$ cat config.mk
export PLATFORM = sky130hd
export DESIGN_NAME = csp_follower
export DESIGN_NICKNAME = d
export VERILOG_FILES = /design/src/core/csp_pkg.sv /design/src/core/csp_follower.sv /design/src/core/cycle_timer.sv
export SDC_FILE = /design/constraint.sdc
export NUM_CORES = 2
export LEC_CHECK = 0
export ABC_CLOCK_PERIOD_IN_PS = 13000
export BUFFER_PORTS_ARGS = -buffer_cell sky130_fd_sc_hd__buf_2
export CORE_AREA = 2 2 309 311
export CTS_BUF_LIST = sky130_fd_sc_hd__clkbuf_8
export DETAILED_ROUTE_END_ITERATION = 7
export DIE_AREA = 0 0 311 313
export PLACE_DENSITY = 0.78
export SLEW_MARGIN = 20
export SYNTH_ARGS = -nofsm -noshare
export SYNTH_HDL_FRONTEND = slang
export SYNTH_SLANG_ARGS = --single-unit
export TNS_END_PERCENT = 20
$ cat constraint.sdc
create_clock -name sys_clk_i -period 13 [get_ports sys_clk_i]
set_clock_uncertainty 0.2 [all_clocks]
set_input_delay 3.25 -clock sys_clk_i [delete_from_list [all_inputs] [get_ports sys_clk_i]]
set_output_delay 3.25 -clock sys_clk_i [all_outputs]
set_load 0.03 [all_outputs]
$ cat src/core/csp_pkg.sv
// Constants for the cyclic synchronous setpoint follower.
// Assumes a 20 MHz system clock and a 32-bit Avalon-MM register bus.
package csp_pkg;
    localparam logic [7:0] MODE_CSP      = 8'h08;
    localparam logic [7:0] MODE_CSV      = 8'h09;
    localparam logic [7:0] TIME_INDEX_MS = 8'hfd;   // -3, 1 ms base
    localparam int CLK_PERIOD_NS = 50;
    localparam int TIME_BASE_NS  = 1000000;
    localparam int MS_CYCLES     = TIME_BASE_NS / CLK_PERIOD_NS;
    localparam int MS_CNT_W      = 24;
    // Register byte offsets
    localparam logic [7:0] OFS_MODE    = 8'h00;
    localparam logic [7:0] OFS_CTRL    = 8'h04;
    localparam logic [7:0] OFS_STATUS  = 8'h08;
    localparam logic [7:0] OFS_TGT_POS = 8'h0c;
    localparam logic [7:0] OFS_TGT_VEL = 8'h10;
    localparam logic [7:0] OFS_POS_MIN = 8'h14;
    localparam logic [7:0] OFS_POS_MAX = 8'h18;
    localparam logic [7:0] OFS_RNG_MIN = 8'h1c;
    localparam logic [7:0] OFS_RNG_MAX = 8'h20;
    localparam logic [7:0] OFS_FE_WIN  = 8'h24;
    localparam logic [7:0] OFS_FE_TMO  = 8'h28;
    localparam logic [7:0] OFS_QS_DEC  = 8'h2c;
    localparam logic [7:0] OFS_QS_OPT  = 8'h30;
    localparam logic [7:0] OFS_MAX_SPD = 8'h34;
    localparam logic [7:0] OFS_IP_PER  = 8'h38;
    localparam logic [7:0] OFS_IP_IDX  = 8'h3c;
    localparam logic [7:0] OFS_POS_OFF = 8'h40;
    localparam logic [7:0] OFS_VEL_OFF = 8'h44;
    localparam logic [7:0] OFS_TRQ_OFF = 8'h48;
    localparam logic [7:0] OFS_ACT_POS = 8'h4c;
    localparam logic [7:0] OFS_ACT_VEL = 8'h50;
    localparam logic [7:0] OFS_FE_ACT  = 8'h54;
    localparam logic [7:0] OFS_POLAR   = 8'h58;
    // Control register bits
    localparam int CTL_ENABLE = 0;
    localparam int CTL_CLOSED = 1;
    localparam int CTL_NMT_OP = 2;
    localparam int CTL_QSTOP  = 3;
    // Status word bits
    localparam int ST_SYNC   = 8;
    localparam int ST_LIMIT  = 11;
    localparam int ST_FOLLOW = 12;
    localparam int ST_FERR   = 13;
    // Values after reset
    localparam logic [7:0]  RST_IP_PER  = 8'h01;
    localparam logic [7:0]  RST_IP_IDX  = TIME_INDEX_MS;
    localparam logic [31:0] RST_MAX_SPD = 32'h7fffffff;
    localparam logic [31:0] RST_POS_MIN = 32'h80000000;
    localparam logic [31:0] RST_POS_MAX = 32'h7fffffff;

    typedef enum logic [1:0] {
        FLW_IDLE  = 2'b00,
        FLW_TRACK = 2'b01,
        FLW_QSTOP = 2'b10
    } flw_state_t;
endpackage : csp_pkg

$ cat src/core/csp_follower.sv
// Cyclic synchronous position / velocity setpoint follower with
// Avalon-MM register slave. Assumes actual position and velocity
// arrive synchronous to sys_clk_i and SYNC arrives as a one-cycle pulse.
`timescale 1ns/1ps
module csp_follower
    import csp_pkg::*;
#(
    parameter int MS_COUNT = MS_CYCLES
) (
    input  wire logic        sys_clk_i,          // 20 MHz system clock
    input  wire logic        rst_b_i,            // async reset, active low
    input  wire logic [7:0]  avs_address_i,      // byte address
    input  wire logic        avs_read_i,         // read request
    input  wire logic        avs_write_i,        // write request
    input  wire logic [31:0] avs_writedata_i,    // write data
    input  wire logic [3:0]  avs_byteenable_i,   // byte lanes
    output logic [31:0]      avs_readdata_o,     // read data
    output logic             avs_waitrequest_o,  // stall
    input  wire logic        sync_i,             // SYNC event pulse
    input  wire logic [31:0] act_pos_i,          // actual position
    input  wire logic [31:0] act_vel_i,          // actual velocity
    output logic [31:0]      demand_pos_o,       // commanded position
    output logic [31:0]      demand_vel_o,       // commanded velocity
    output logic [31:0]      demand_trq_o,       // torque offset, 0.1 %
    output logic             demand_strobe_o,    // new setpoint pulse
    output logic             qstop_active_o,     // quick-stop running
    output logic [15:0]      status_o            // status word
);
    logic [7:0]         mode, ip_per, ip_idx, qs_opt, polar;
    logic [3:0]         ctrl;
    logic signed [31:0] tgt_pos, tgt_vel, pos_min, pos_max, rng_min, rng_max;
    logic signed [31:0] fe_win, qs_dec, max_spd, pos_off, vel_off, trq_off;
    logic [15:0]        fe_tmo, fe_ms;
    logic signed [31:0] fe_act;
    logic               synced, missed, seen, ferr, limit_hit;
    logic               ms_tick, cycle_tick;
    flw_state_t         state, next_state;
    logic [31:0]        rd_word;
    logic signed [31:0] next_pos, next_vel;

    function automatic logic [31:0] be_merge(input logic [31:0] old,
                                             input logic [31:0] nw,
                                             input logic [3:0]  be);
        for (int i = 0; i < 4; i++) begin
            if (be[i]) old[i*8 +: 8] = nw[i*8 +: 8];
        end
        return old;
    endfunction : be_merge

    function automatic logic signed [31:0] clamp(input logic signed [31:0] v,
                                                 input logic signed [31:0] lim);
        if (v > lim) return lim;
        if (v < -lim) return -lim;
        return v;
    endfunction : clamp

    // Bus decode
    wire wr_go = avs_write_i && !avs_waitrequest_o;
    wire rd_take = avs_read_i && avs_waitrequest_o && !avs_write_i;
    wire [31:0] wd = avs_writedata_i;
    wire [3:0] be = avs_byteenable_i;

    // Mode and condition decode
    // mode selection
    wire is_csp = (mode == MODE_CSP);
    wire is_csv = (mode == MODE_CSV);
    wire cyclic = is_csp || is_csv;
    wire base_ok = (ip_idx == TIME_INDEX_MS) && (ip_per != 8'h00);
    // acceptance uses no control bit 4
    wire run_ok = cyclic && ctrl[CTL_ENABLE] && base_ok;
    wire nmt_op = ctrl[CTL_NMT_OP];
    wire sync_ev = sync_i && nmt_op && cyclic;
    wire apply = synced ? sync_ev : cycle_tick;
    wire follow = (state == FLW_TRACK) && run_ok;

    wire signed [31:0] pos_sum = tgt_pos + pos_off;
    wire signed [31:0] vel_sum = is_csv ? tgt_vel + vel_off : vel_off;
    wire rng_en = rng_max > rng_min;
    wire signed [31:0] rng_span = rng_max - rng_min + 32'sd1;
    wire signed [31:0] pos_wrap = !rng_en ? pos_sum :
                                  (pos_sum > rng_max) ? pos_sum - rng_span :
                                  (pos_sum < rng_min) ? pos_sum + rng_span : pos_sum;
    // limit, position mode only in closed loop
    wire spd_lim_en = is_csv || ctrl[CTL_CLOSED];
    wire signed [31:0] vel_lim = spd_lim_en ? clamp(vel_sum, max_spd) : vel_sum;
    wire signed [31:0] fe_now = act_pos_i - demand_pos_o;
    wire signed [31:0] fe_abs = fe_now[31] ? -fe_now : fe_now;
    wire outside = is_csp && (fe_abs > fe_win);
    wire signed [31:0] dv = demand_vel_o;
    // ramp toward zero by quick-stop deceleration
    wire signed [31:0] qs_vel = (qs_opt == 8'h00) ? 32'sd0 :
                                (dv > qs_dec) ? dv - qs_dec :
                                (dv < -qs_dec) ? dv + qs_dec : 32'sd0;

    cycle_timer #(
        .MS_COUNT (MS_COUNT)
    ) u_timer (
        .sys_clk_i    (sys_clk_i),
        .rst_b_i      (rst_b_i),
        .restart_i    (sync_ev),
        .period_i     (ip_per),
        .ms_tick_o    (ms_tick),
        .cycle_tick_o (cycle_tick)
    );

    always_comb begin
        next_state = state;
        case (state)
            FLW_IDLE:  begin
                if (run_ok && !ctrl[CTL_QSTOP]) next_state = FLW_TRACK;
            end
            FLW_TRACK: begin
                if (ctrl[CTL_QSTOP]) next_state = FLW_QSTOP;
                else if (!run_ok) next_state = FLW_IDLE;
            end
            FLW_QSTOP: begin
                if (!ctrl[CTL_QSTOP] && dv == 32'sd0) next_state = FLW_IDLE;
            end
            default:   next_state = FLW_IDLE;
        endcase
    end

    always_comb begin
        next_pos = demand_pos_o;
        next_vel = demand_vel_o;
        if (follow && apply) begin
            next_pos = is_csp ? pos_wrap : demand_pos_o;
            next_vel = vel_lim;
        end else if (state == FLW_QSTOP && (ms_tick || qs_opt == 8'h00)) begin
            next_vel = qs_vel;
        end
    end

    always_comb begin
        case (avs_address_i)
            OFS_MODE:    rd_word = {24'h000000, mode};
            OFS_CTRL:    rd_word = {28'h0000000, ctrl};
            OFS_STATUS:  rd_word = {16'h0000, status_o};
            OFS_TGT_POS: rd_word = tgt_pos;
            OFS_TGT_VEL: rd_word = tgt_vel;
            OFS_POS_MIN: rd_word = pos_min;
            OFS_POS_MAX: rd_word = pos_max;
            OFS_RNG_MIN: rd_word = rng_min;
            OFS_RNG_MAX: rd_word = rng_max;
            OFS_FE_WIN:  rd_word = fe_win;
            OFS_FE_TMO:  rd_word = {16'h0000, fe_tmo};
            OFS_QS_DEC:  rd_word = qs_dec;
            OFS_QS_OPT:  rd_word = {24'h000000, qs_opt};
            OFS_MAX_SPD: rd_word = max_spd;
            OFS_IP_PER:  rd_word = {24'h000000, ip_per};
            OFS_IP_IDX:  rd_word = {24'h000000, ip_idx};
            OFS_POS_OFF: rd_word = pos_off;
            OFS_VEL_OFF: rd_word = vel_off;
            OFS_TRQ_OFF: rd_word = trq_off;
            OFS_ACT_POS: rd_word = act_pos_i;
            OFS_ACT_VEL: rd_word = act_vel_i;
            OFS_FE_ACT:  rd_word = fe_act;
            OFS_POLAR:   rd_word = {24'h000000, polar};
            default:     rd_word = 32'h00000000;
        endcase
    end

    // Avalon slave: one wait cycle per access
    always_ff @(posedge sys_clk_i or negedge rst_b_i) begin
        if (!rst_b_i) begin
            avs_waitrequest_o <= 1'b1;
            avs_readdata_o    <= 32'h00000000;
        end else begin
            avs_waitrequest_o <= !((avs_read_i || avs_write_i) && avs_waitrequest_o);
            if (rd_take) avs_readdata_o <= rd_word;
        end
    end

    always_ff @(posedge sys_clk_i or negedge rst_b_i) begin
        if (!rst_b_i) begin
            mode <= 8'h00;      ctrl <= 4'h0;       tgt_pos <= '0;     tgt_vel <= '0;
            pos_min <= RST_POS_MIN;                 pos_max <= RST_POS_MAX;
            rng_min <= '0;      rng_max <= '0;      fe_win <= '0;      fe_tmo <= 16'h0000;
            qs_dec <= '0;       qs_opt <= 8'h00;    max_spd <= RST_MAX_SPD;
            ip_per <= RST_IP_PER;                   ip_idx <= RST_IP_IDX;
            pos_off <= '0;      vel_off <= '0;      trq_off <= '0;     polar <= 8'h00;
        end else if (wr_go) begin
            case (avs_address_i)
                OFS_MODE:    mode    <= 8'(be_merge({24'h0, mode}, wd, be));
                OFS_CTRL:    ctrl    <= 4'(be_merge({28'h0, ctrl}, wd, be));
                OFS_TGT_POS: tgt_pos <= be_merge(tgt_pos, wd, be);
                OFS_TGT_VEL: tgt_vel <= be_merge(tgt_vel, wd, be);
                OFS_POS_MIN: pos_min <= be_merge(pos_min, wd, be);
                OFS_POS_MAX: pos_max <= be_merge(pos_max, wd, be);
                OFS_RNG_MIN: rng_min <= be_merge(rng_min, wd, be);
                OFS_RNG_MAX: rng_max <= be_merge(rng_max, wd, be);
                OFS_FE_WIN:  fe_win  <= be_merge(fe_win, wd, be);
                OFS_FE_TMO:  fe_tmo  <= 16'(be_merge({16'h0, fe_tmo}, wd, be));
                OFS_QS_DEC:  qs_dec  <= be_merge(qs_dec, wd, be);
                OFS_QS_OPT:  qs_opt  <= 8'(be_merge({24'h0, qs_opt}, wd, be));
                OFS_MAX_SPD: max_spd <= be_merge(max_spd, wd, be);
                OFS_IP_PER:  ip_per  <= 8'(be_merge({24'h0, ip_per}, wd, be));
                OFS_IP_IDX:  ip_idx  <= 8'(be_merge({24'h0, ip_idx}, wd, be));
                OFS_POS_OFF: pos_off <= be_merge(pos_off, wd, be);
                OFS_VEL_OFF: vel_off <= be_merge(vel_off, wd, be);
                OFS_TRQ_OFF: trq_off <= be_merge(trq_off, wd, be);
                OFS_POLAR:   polar   <= 8'(be_merge({24'h0, polar}, wd, be));
                default:     ;
            endcase
        end
    end

    // Setpoint outputs and follower state
    always_ff @(posedge sys_clk_i or negedge rst_b_i) begin
        if (!rst_b_i) begin
            state           <= FLW_IDLE;
            demand_pos_o    <= '0;
            demand_vel_o    <= '0;
            demand_trq_o    <= '0;
            demand_strobe_o <= 1'b0;
            qstop_active_o  <= 1'b0;
        end else begin
            state           <= next_state;
            demand_pos_o    <= next_pos;
            demand_vel_o    <= next_vel;
            demand_trq_o    <= (follow && apply) ? trq_off : demand_trq_o;
            demand_strobe_o <= follow && apply;
            qstop_active_o  <= (next_state == FLW_QSTOP);
        end
    end

    // sync tracking, two missed cycles drop lock
    always_ff @(posedge sys_clk_i or negedge rst_b_i) begin
        if (!rst_b_i) begin
            synced <= 1'b0;
            missed <= 1'b0;
            seen   <= 1'b0;
        end else if (!nmt_op || !cyclic) begin
            synced <= 1'b0;
            missed <= 1'b0;
            seen   <= 1'b0;
        end else if (sync_ev) begin
            synced <= 1'b1;
            missed <= 1'b0;
            seen   <= 1'b1;
        end else if (cycle_tick && synced) begin
            missed <= 1'b1;
            synced <= !missed;
        end
    end

    always_ff @(posedge sys_clk_i or negedge rst_b_i) begin
        if (!rst_b_i) begin
            fe_ms  <= 16'h0000;
            ferr   <= 1'b0;
            fe_act <= '0;
        end else begin
            fe_act <= fe_now;
            if (!outside) begin
                fe_ms <= 16'h0000;
                ferr  <= 1'b0;
            end else if (ms_tick) begin
                if (fe_ms != fe_tmo) fe_ms <= fe_ms + 16'h0001;
                else ferr <= 1'b1;
            end
        end
    end

    assign limit_hit = is_csp && (($signed(demand_pos_o) < pos_min) ||
                                  ($signed(demand_pos_o) > pos_max));

    always_ff @(posedge sys_clk_i or negedge rst_b_i) begin
        if (!rst_b_i) begin
            status_o <= 16'h0000;
        end else begin
            status_o            <= 16'h0000;
            status_o[ST_SYNC]   <= synced;
            status_o[ST_LIMIT]  <= limit_hit;
            status_o[ST_FOLLOW] <= follow;
            status_o[ST_FERR]   <= is_csp && ferr;
        end
    end

    a_follow_mode: assert property (@(posedge sys_clk_i) disable iff (!rst_b_i)
        status_o[ST_FOLLOW] |-> $past(mode) == MODE_CSP || $past(mode) == MODE_CSV)
        else $error("follow flag outside cyclic modes");
    a_vel_direct: assert property (@(posedge sys_clk_i) disable iff (!rst_b_i)
        (follow && apply && is_csv && !ctrl[CTL_QSTOP]) |=> demand_strobe_o
            && demand_vel_o == $past(vel_lim))
        else $error("velocity demand not taken directly");
    a_pos_hold: assert property (@(posedge sys_clk_i) disable iff (!rst_b_i)
        (state == FLW_TRACK && !apply) |=> $stable(demand_pos_o))
        else $error("position demand moved between cycles");
    a_sync_drop: assert property (@(posedge sys_clk_i) disable iff (!rst_b_i)
        !nmt_op |=> ##1 !status_o[ST_SYNC])
        else $error("sync flag set while not operational");
    a_reserved_bits: assert property (@(posedge sys_clk_i) disable iff (!rst_b_i)
        !status_o[10] && (!$past(is_csv) || !status_o[ST_FERR]))
        else $error("reserved status bit set");
    a_limit_flag: assert property (@(posedge sys_clk_i) disable iff (!rst_b_i)
        (is_csp && $signed(demand_pos_o) > pos_max) |=> status_o[ST_LIMIT])
        else $error("limit flag missing");
    a_ferr_clear: assert property (@(posedge sys_clk_i) disable iff (!rst_b_i)
        !outside |=> !ferr && fe_ms == 16'h0000)
        else $error("following error not cleared");
    a_speed_cap: assert property (@(posedge sys_clk_i) disable iff (!rst_b_i)
        (follow && apply && is_csv) |=> $signed(demand_vel_o) <= $past(max_spd)
            && $signed(demand_vel_o) >= -$past(max_spd))
        else $error("velocity demand above maximum");
    a_bus_answer: assert property (@(posedge sys_clk_i) disable iff (!rst_b_i)
        (avs_read_i && avs_waitrequest_o) |=> !avs_waitrequest_o ##1 avs_waitrequest_o)
        else $error("bus answer not after one wait cycle");
endmodule : csp_follower

$ cat src/core/cycle_timer.sv
// Millisecond tick and cycle tick generator.
// Assumes period_i is stable between cycles; restart_i re-phases both.
`timescale 1ns/1ps
module cycle_timer
    import csp_pkg::*;
#(
    parameter int MS_COUNT = MS_CYCLES
) (
    input  wire logic       sys_clk_i,    // system clock
    input  wire logic       rst_b_i,      // async reset, active low
    input  wire logic       restart_i,    // re-phase on SYNC
    input  wire logic [7:0] period_i,     // cycle length in ms
    output logic            ms_tick_o,    // one pulse per ms
    output logic            cycle_tick_o  // one pulse per cycle
);
    logic [MS_CNT_W-1:0] ms_cnt;
    logic [7:0]          cyc_cnt;
    wire                 ms_end  = (ms_cnt == MS_CNT_W'(MS_COUNT - 1));
    wire                 cyc_end = ms_end && (cyc_cnt + 8'h01 >= period_i);

    always_ff @(posedge sys_clk_i or negedge rst_b_i) begin
        if (!rst_b_i) begin
            ms_cnt       <= '0;
            cyc_cnt      <= 8'h00;
            ms_tick_o    <= 1'b0;
            cycle_tick_o <= 1'b0;
        end else if (restart_i) begin
            // Keep the ms tick when SYNC lands on a ms boundary
            ms_cnt       <= '0;
            cyc_cnt      <= 8'h00;
            ms_tick_o    <= ms_end;
            cycle_tick_o <= 1'b0;
        end else begin
            ms_cnt       <= ms_end ? '0 : ms_cnt + 1'b1;
            cyc_cnt      <= cyc_end ? 8'h00 : (ms_end ? cyc_cnt + 8'h01 : cyc_cnt);
            ms_tick_o    <= ms_end;
            cycle_tick_o <= cyc_end && (period_i != 8'h00);
        end
    end
endmodule : cycle_timer

==> qor.yml <==
synthesis:
  synthMuxAreaShare: 0.101
  yosys.area_share.adder: 0.142
  yosysTopAreaCellShare: 0.289
  seq_area_frac_synth: 0.326
  synth_commonest_cells: "dfrtp_1 (594), ha_1 (548), nand2_1 (461), mux2_2 (447), inv_1 (445)"
  synth-compound-area-share: 0.202
  synth-main-ff-cell: "dfrtp_1"
  ys_seq_elements: 666
  async_reset_ff_frac: 1.00
  ys_types: 100
  synth-edff-count: 0
  synth-xor-area-share: 0.0504
  synth_area_leaders: "dfrtp_1 (29%), ha_1 (13%), mux2_2 (9.8%)"
  syn_avg_cell_area_um2: 9.26
  synth_top_family_by_area: "compound AO/OA/AOI/OAI gates"
  netlist_area_mm2: 0.0514
  synth-simple-area-share: 0.127
  synth_most_common_cell: "dfrtp_1"
  yosysTopAreaCell: "dfrtp_1"
  synthCells: 5552
  ys_warn_count: 0
route:
  viasPerCell: 6.55
  vias: 46600
  ant_nets: 0
  drcViolationCount: 0
  drtIter0Drc: 5738
  drtPass1Iterations: 8
  drt-wirelength-per-cell_um: 26.5
  wirelength_mm: 189
sta:
  maxSlewViolCount: 0
  fin_tns_setup_ns: 0
  worst_slew_pin_slew_ns: 1.23
  fmax_ghz: 0.105
  hold_slack_ns: 0.266
  rsz0062_at_grt: "no"
  maxSlewHeadroom: 0.174
  worst_slack_ns: 3.50
  fin_crit_ns: 9.50
  fin_crit_sh: 0.730
  finalSetupViolCount: 0
  hold_violations: 0
finish:
  regArea_mm2: 0.0168
  drive_gt1_frac: 0.184
  syn_to_final_growth_pct: 9.83
  layout.nets: 6427
  fillers: 8319
  multi_input_area_mm2: 0.0322
clock_network:
  cts_tree: "done"
  cts_max_level: 3
  clockBufferDepth: 3
  postCtsHoldBufs: 0
  clk_pin_slew_ns: 0.07
  insertion_delay_ns: 0.82
  root_buffer: "clkbuf_8"
  post-cts-setup-buffers: 0
  ctsResizeCount: 0
  cts_made_buffers: 115
  cts.sinks: 666
die:
  die-area_mm2: 0.0973
  die_h_um: 313
  initial_core_util: 0.546
  dieWidth_um: 311
  row_count: 113
  ioPinCount: 260
  core_mm2: 0.0942
hold_path:
  hold_end: "status_o[8]$_DFF_PN0_"
  worstHoldStart: "synced$_DFFE_PN0P_"
  holdPathStages: 0
  hold_path_class: "reg2reg"
flow_run:
  cap_violations: 0
global_route:
  grtUsageTotal: 0.376
  busiest_layer: "met2"
  grt_pass1_vias: 44200
  met3_usage: 0.0930
  grt_max_degree: 170
  antenna_found_initial: 17
  use_met1: 0.500
  grt_pass1_wl_mm: 278
  use_met2: 0.560
  grt-ovfl-total: 0
critical_path:
  startpoint_type: "input port"
  critPathKind: "in2reg"
  cp_max_fo: 18
  cp.arrival_ns: 10.04
  rr_endpoint: "demand_vel_o[28]$_DFFE_PN0P_"
  r2r_start: "qs_dec[1]$_DFFE_PN0P_"
  slowest_stage: "or3_1"
  rrSetupSlack_ns: 4.71
  cp_slowest_stage_delay_ns: 0.46
  end_kind: "flop"
  crit_top_cell: "a21oi_1"
  ff2ff_path_depth: 22
  worstPathRequired_ns: 13.55
place:
  place_congestion: 1.02
  io_buffers: 247
  place_hpwl_mm: 145
  dp_slack_ns: 2.99
power:
  p_leak_nw: 27.6
  p_total_mw: 5.94
  peakVddDrop_v: 0.000110
  power_density_mw_per_mm2: 105
outcome:
  outcome: "finished, final reports clean"
## cells in the final DEF (no fill, tap or decap), types with 29 or more instances in the layout
master	Yosys	final
buf_4	13	48
a21oi_1	328	327
a221oi_1	61	61
nor3_1	90	89
inv_1	445	485
dfrtp_1	594	594
o31ai_1	38	38
nor4_1	41	40
o21bai_1	56	56
nand4_1	108	108
a222oi_1	73	73
nand2b_1	58	57
clkbuf_8	0	139
o21a_1	36	36
xnor2_1	197	197
dfstp_2	72	72
a21o_1	171	171
ha_1	548	548
nand2_1	461	460
o22ai_1	42	42
a22oi_1	109	109
and3_1	30	30
or3_1	29	29
o21ai_0	262	261
nor2b_1	53	52
a31oi_1	52	52
mux2_2	447	447
buf_2	16	246
nand3_1	91	91
a211oi_1	30	30
xor2_1	94	94
nor2_1	337	321
## metrics by stage
step           std cells   util  cell area (um^2)
2_1_floorplan       5563      -             51400
3_3_place_gp        6890  0.572             53800
3_5_place_dp        6890  0.572             53800
4_1_cts             7109  0.599             56400
5_1_grt             7115  0.599             56400
6_report            7120  0.599             56400
## worst max-delay path by stage
stage,slack (ns),from,cells past startpoint,to
global route,3.08,act_pos_i[0],30,fe_ms[15]$_DFFE_PN0P_
floorplan,4.36,act_pos_i[0],28,fe_ms[15]$_DFFE_PN0P_
CTS,3.81,act_pos_i[0],30,fe_ms[15]$_DFFE_PN0P_
finish,3.50,act_pos_i[0],30,fe_ms[15]$_DFFE_PN0P_
detailed placement,2.99,act_pos_i[0],30,fe_ms[15]$_DFFE_PN0P_
global placement,3.04,act_pos_i[0],30,fe_ms[15]$_DFFE_PN0P_
## critical path: cells and delay by family
family / cells / cell delay [ns]
buf+inv: 4 / 0.52
simple gates: 5 / 1.65
compound gates: 15 / 3.14
xor+xnor: 3 / 0.58
fa+ha+maj: 3 / 0.87
## cells by family after synthesis
logic type | count (synthesis)
multiplexers | 463
XOR/XNOR | 293
other | 1
flip-flops | 666
buffers and inverters | 682
AO/OA/AOI/OAI | 1499
adder cells (fa/ha/maj) | 571
AND/OR/NAND/NOR | 1377
## routing by layer
| layer | wire [um] | up-vias |
|---|---|---|
| met5 | 136 | - |
| met4 | 12500 | 20 |
| met3 | 20300 | 579 |
| met2 | 79900 | 2704 |
| met1 | 75900 | 22600 |
| li1 | - | 20700 |
## cell type report
type,count,area share
Multi-Input combinational cell,4215,0.570
Timing Repair Buffer,298,0.0297
Clock inverter,80,0.0114
Sequential cell,666,0.297
Clock buffer,139,0.0339
Inverter,447,0.0297
Tap cell,1265,0.0280
Antenna cell,10,0.000443
## power breakdown
group / internal (mW) / switching (mW)
combinational: 0.574 / 1.06
sequential: 2.11 / 0.0427
clock: 1.16 / 0.989
No activity file was read; power rests on OpenSTA's default activity.
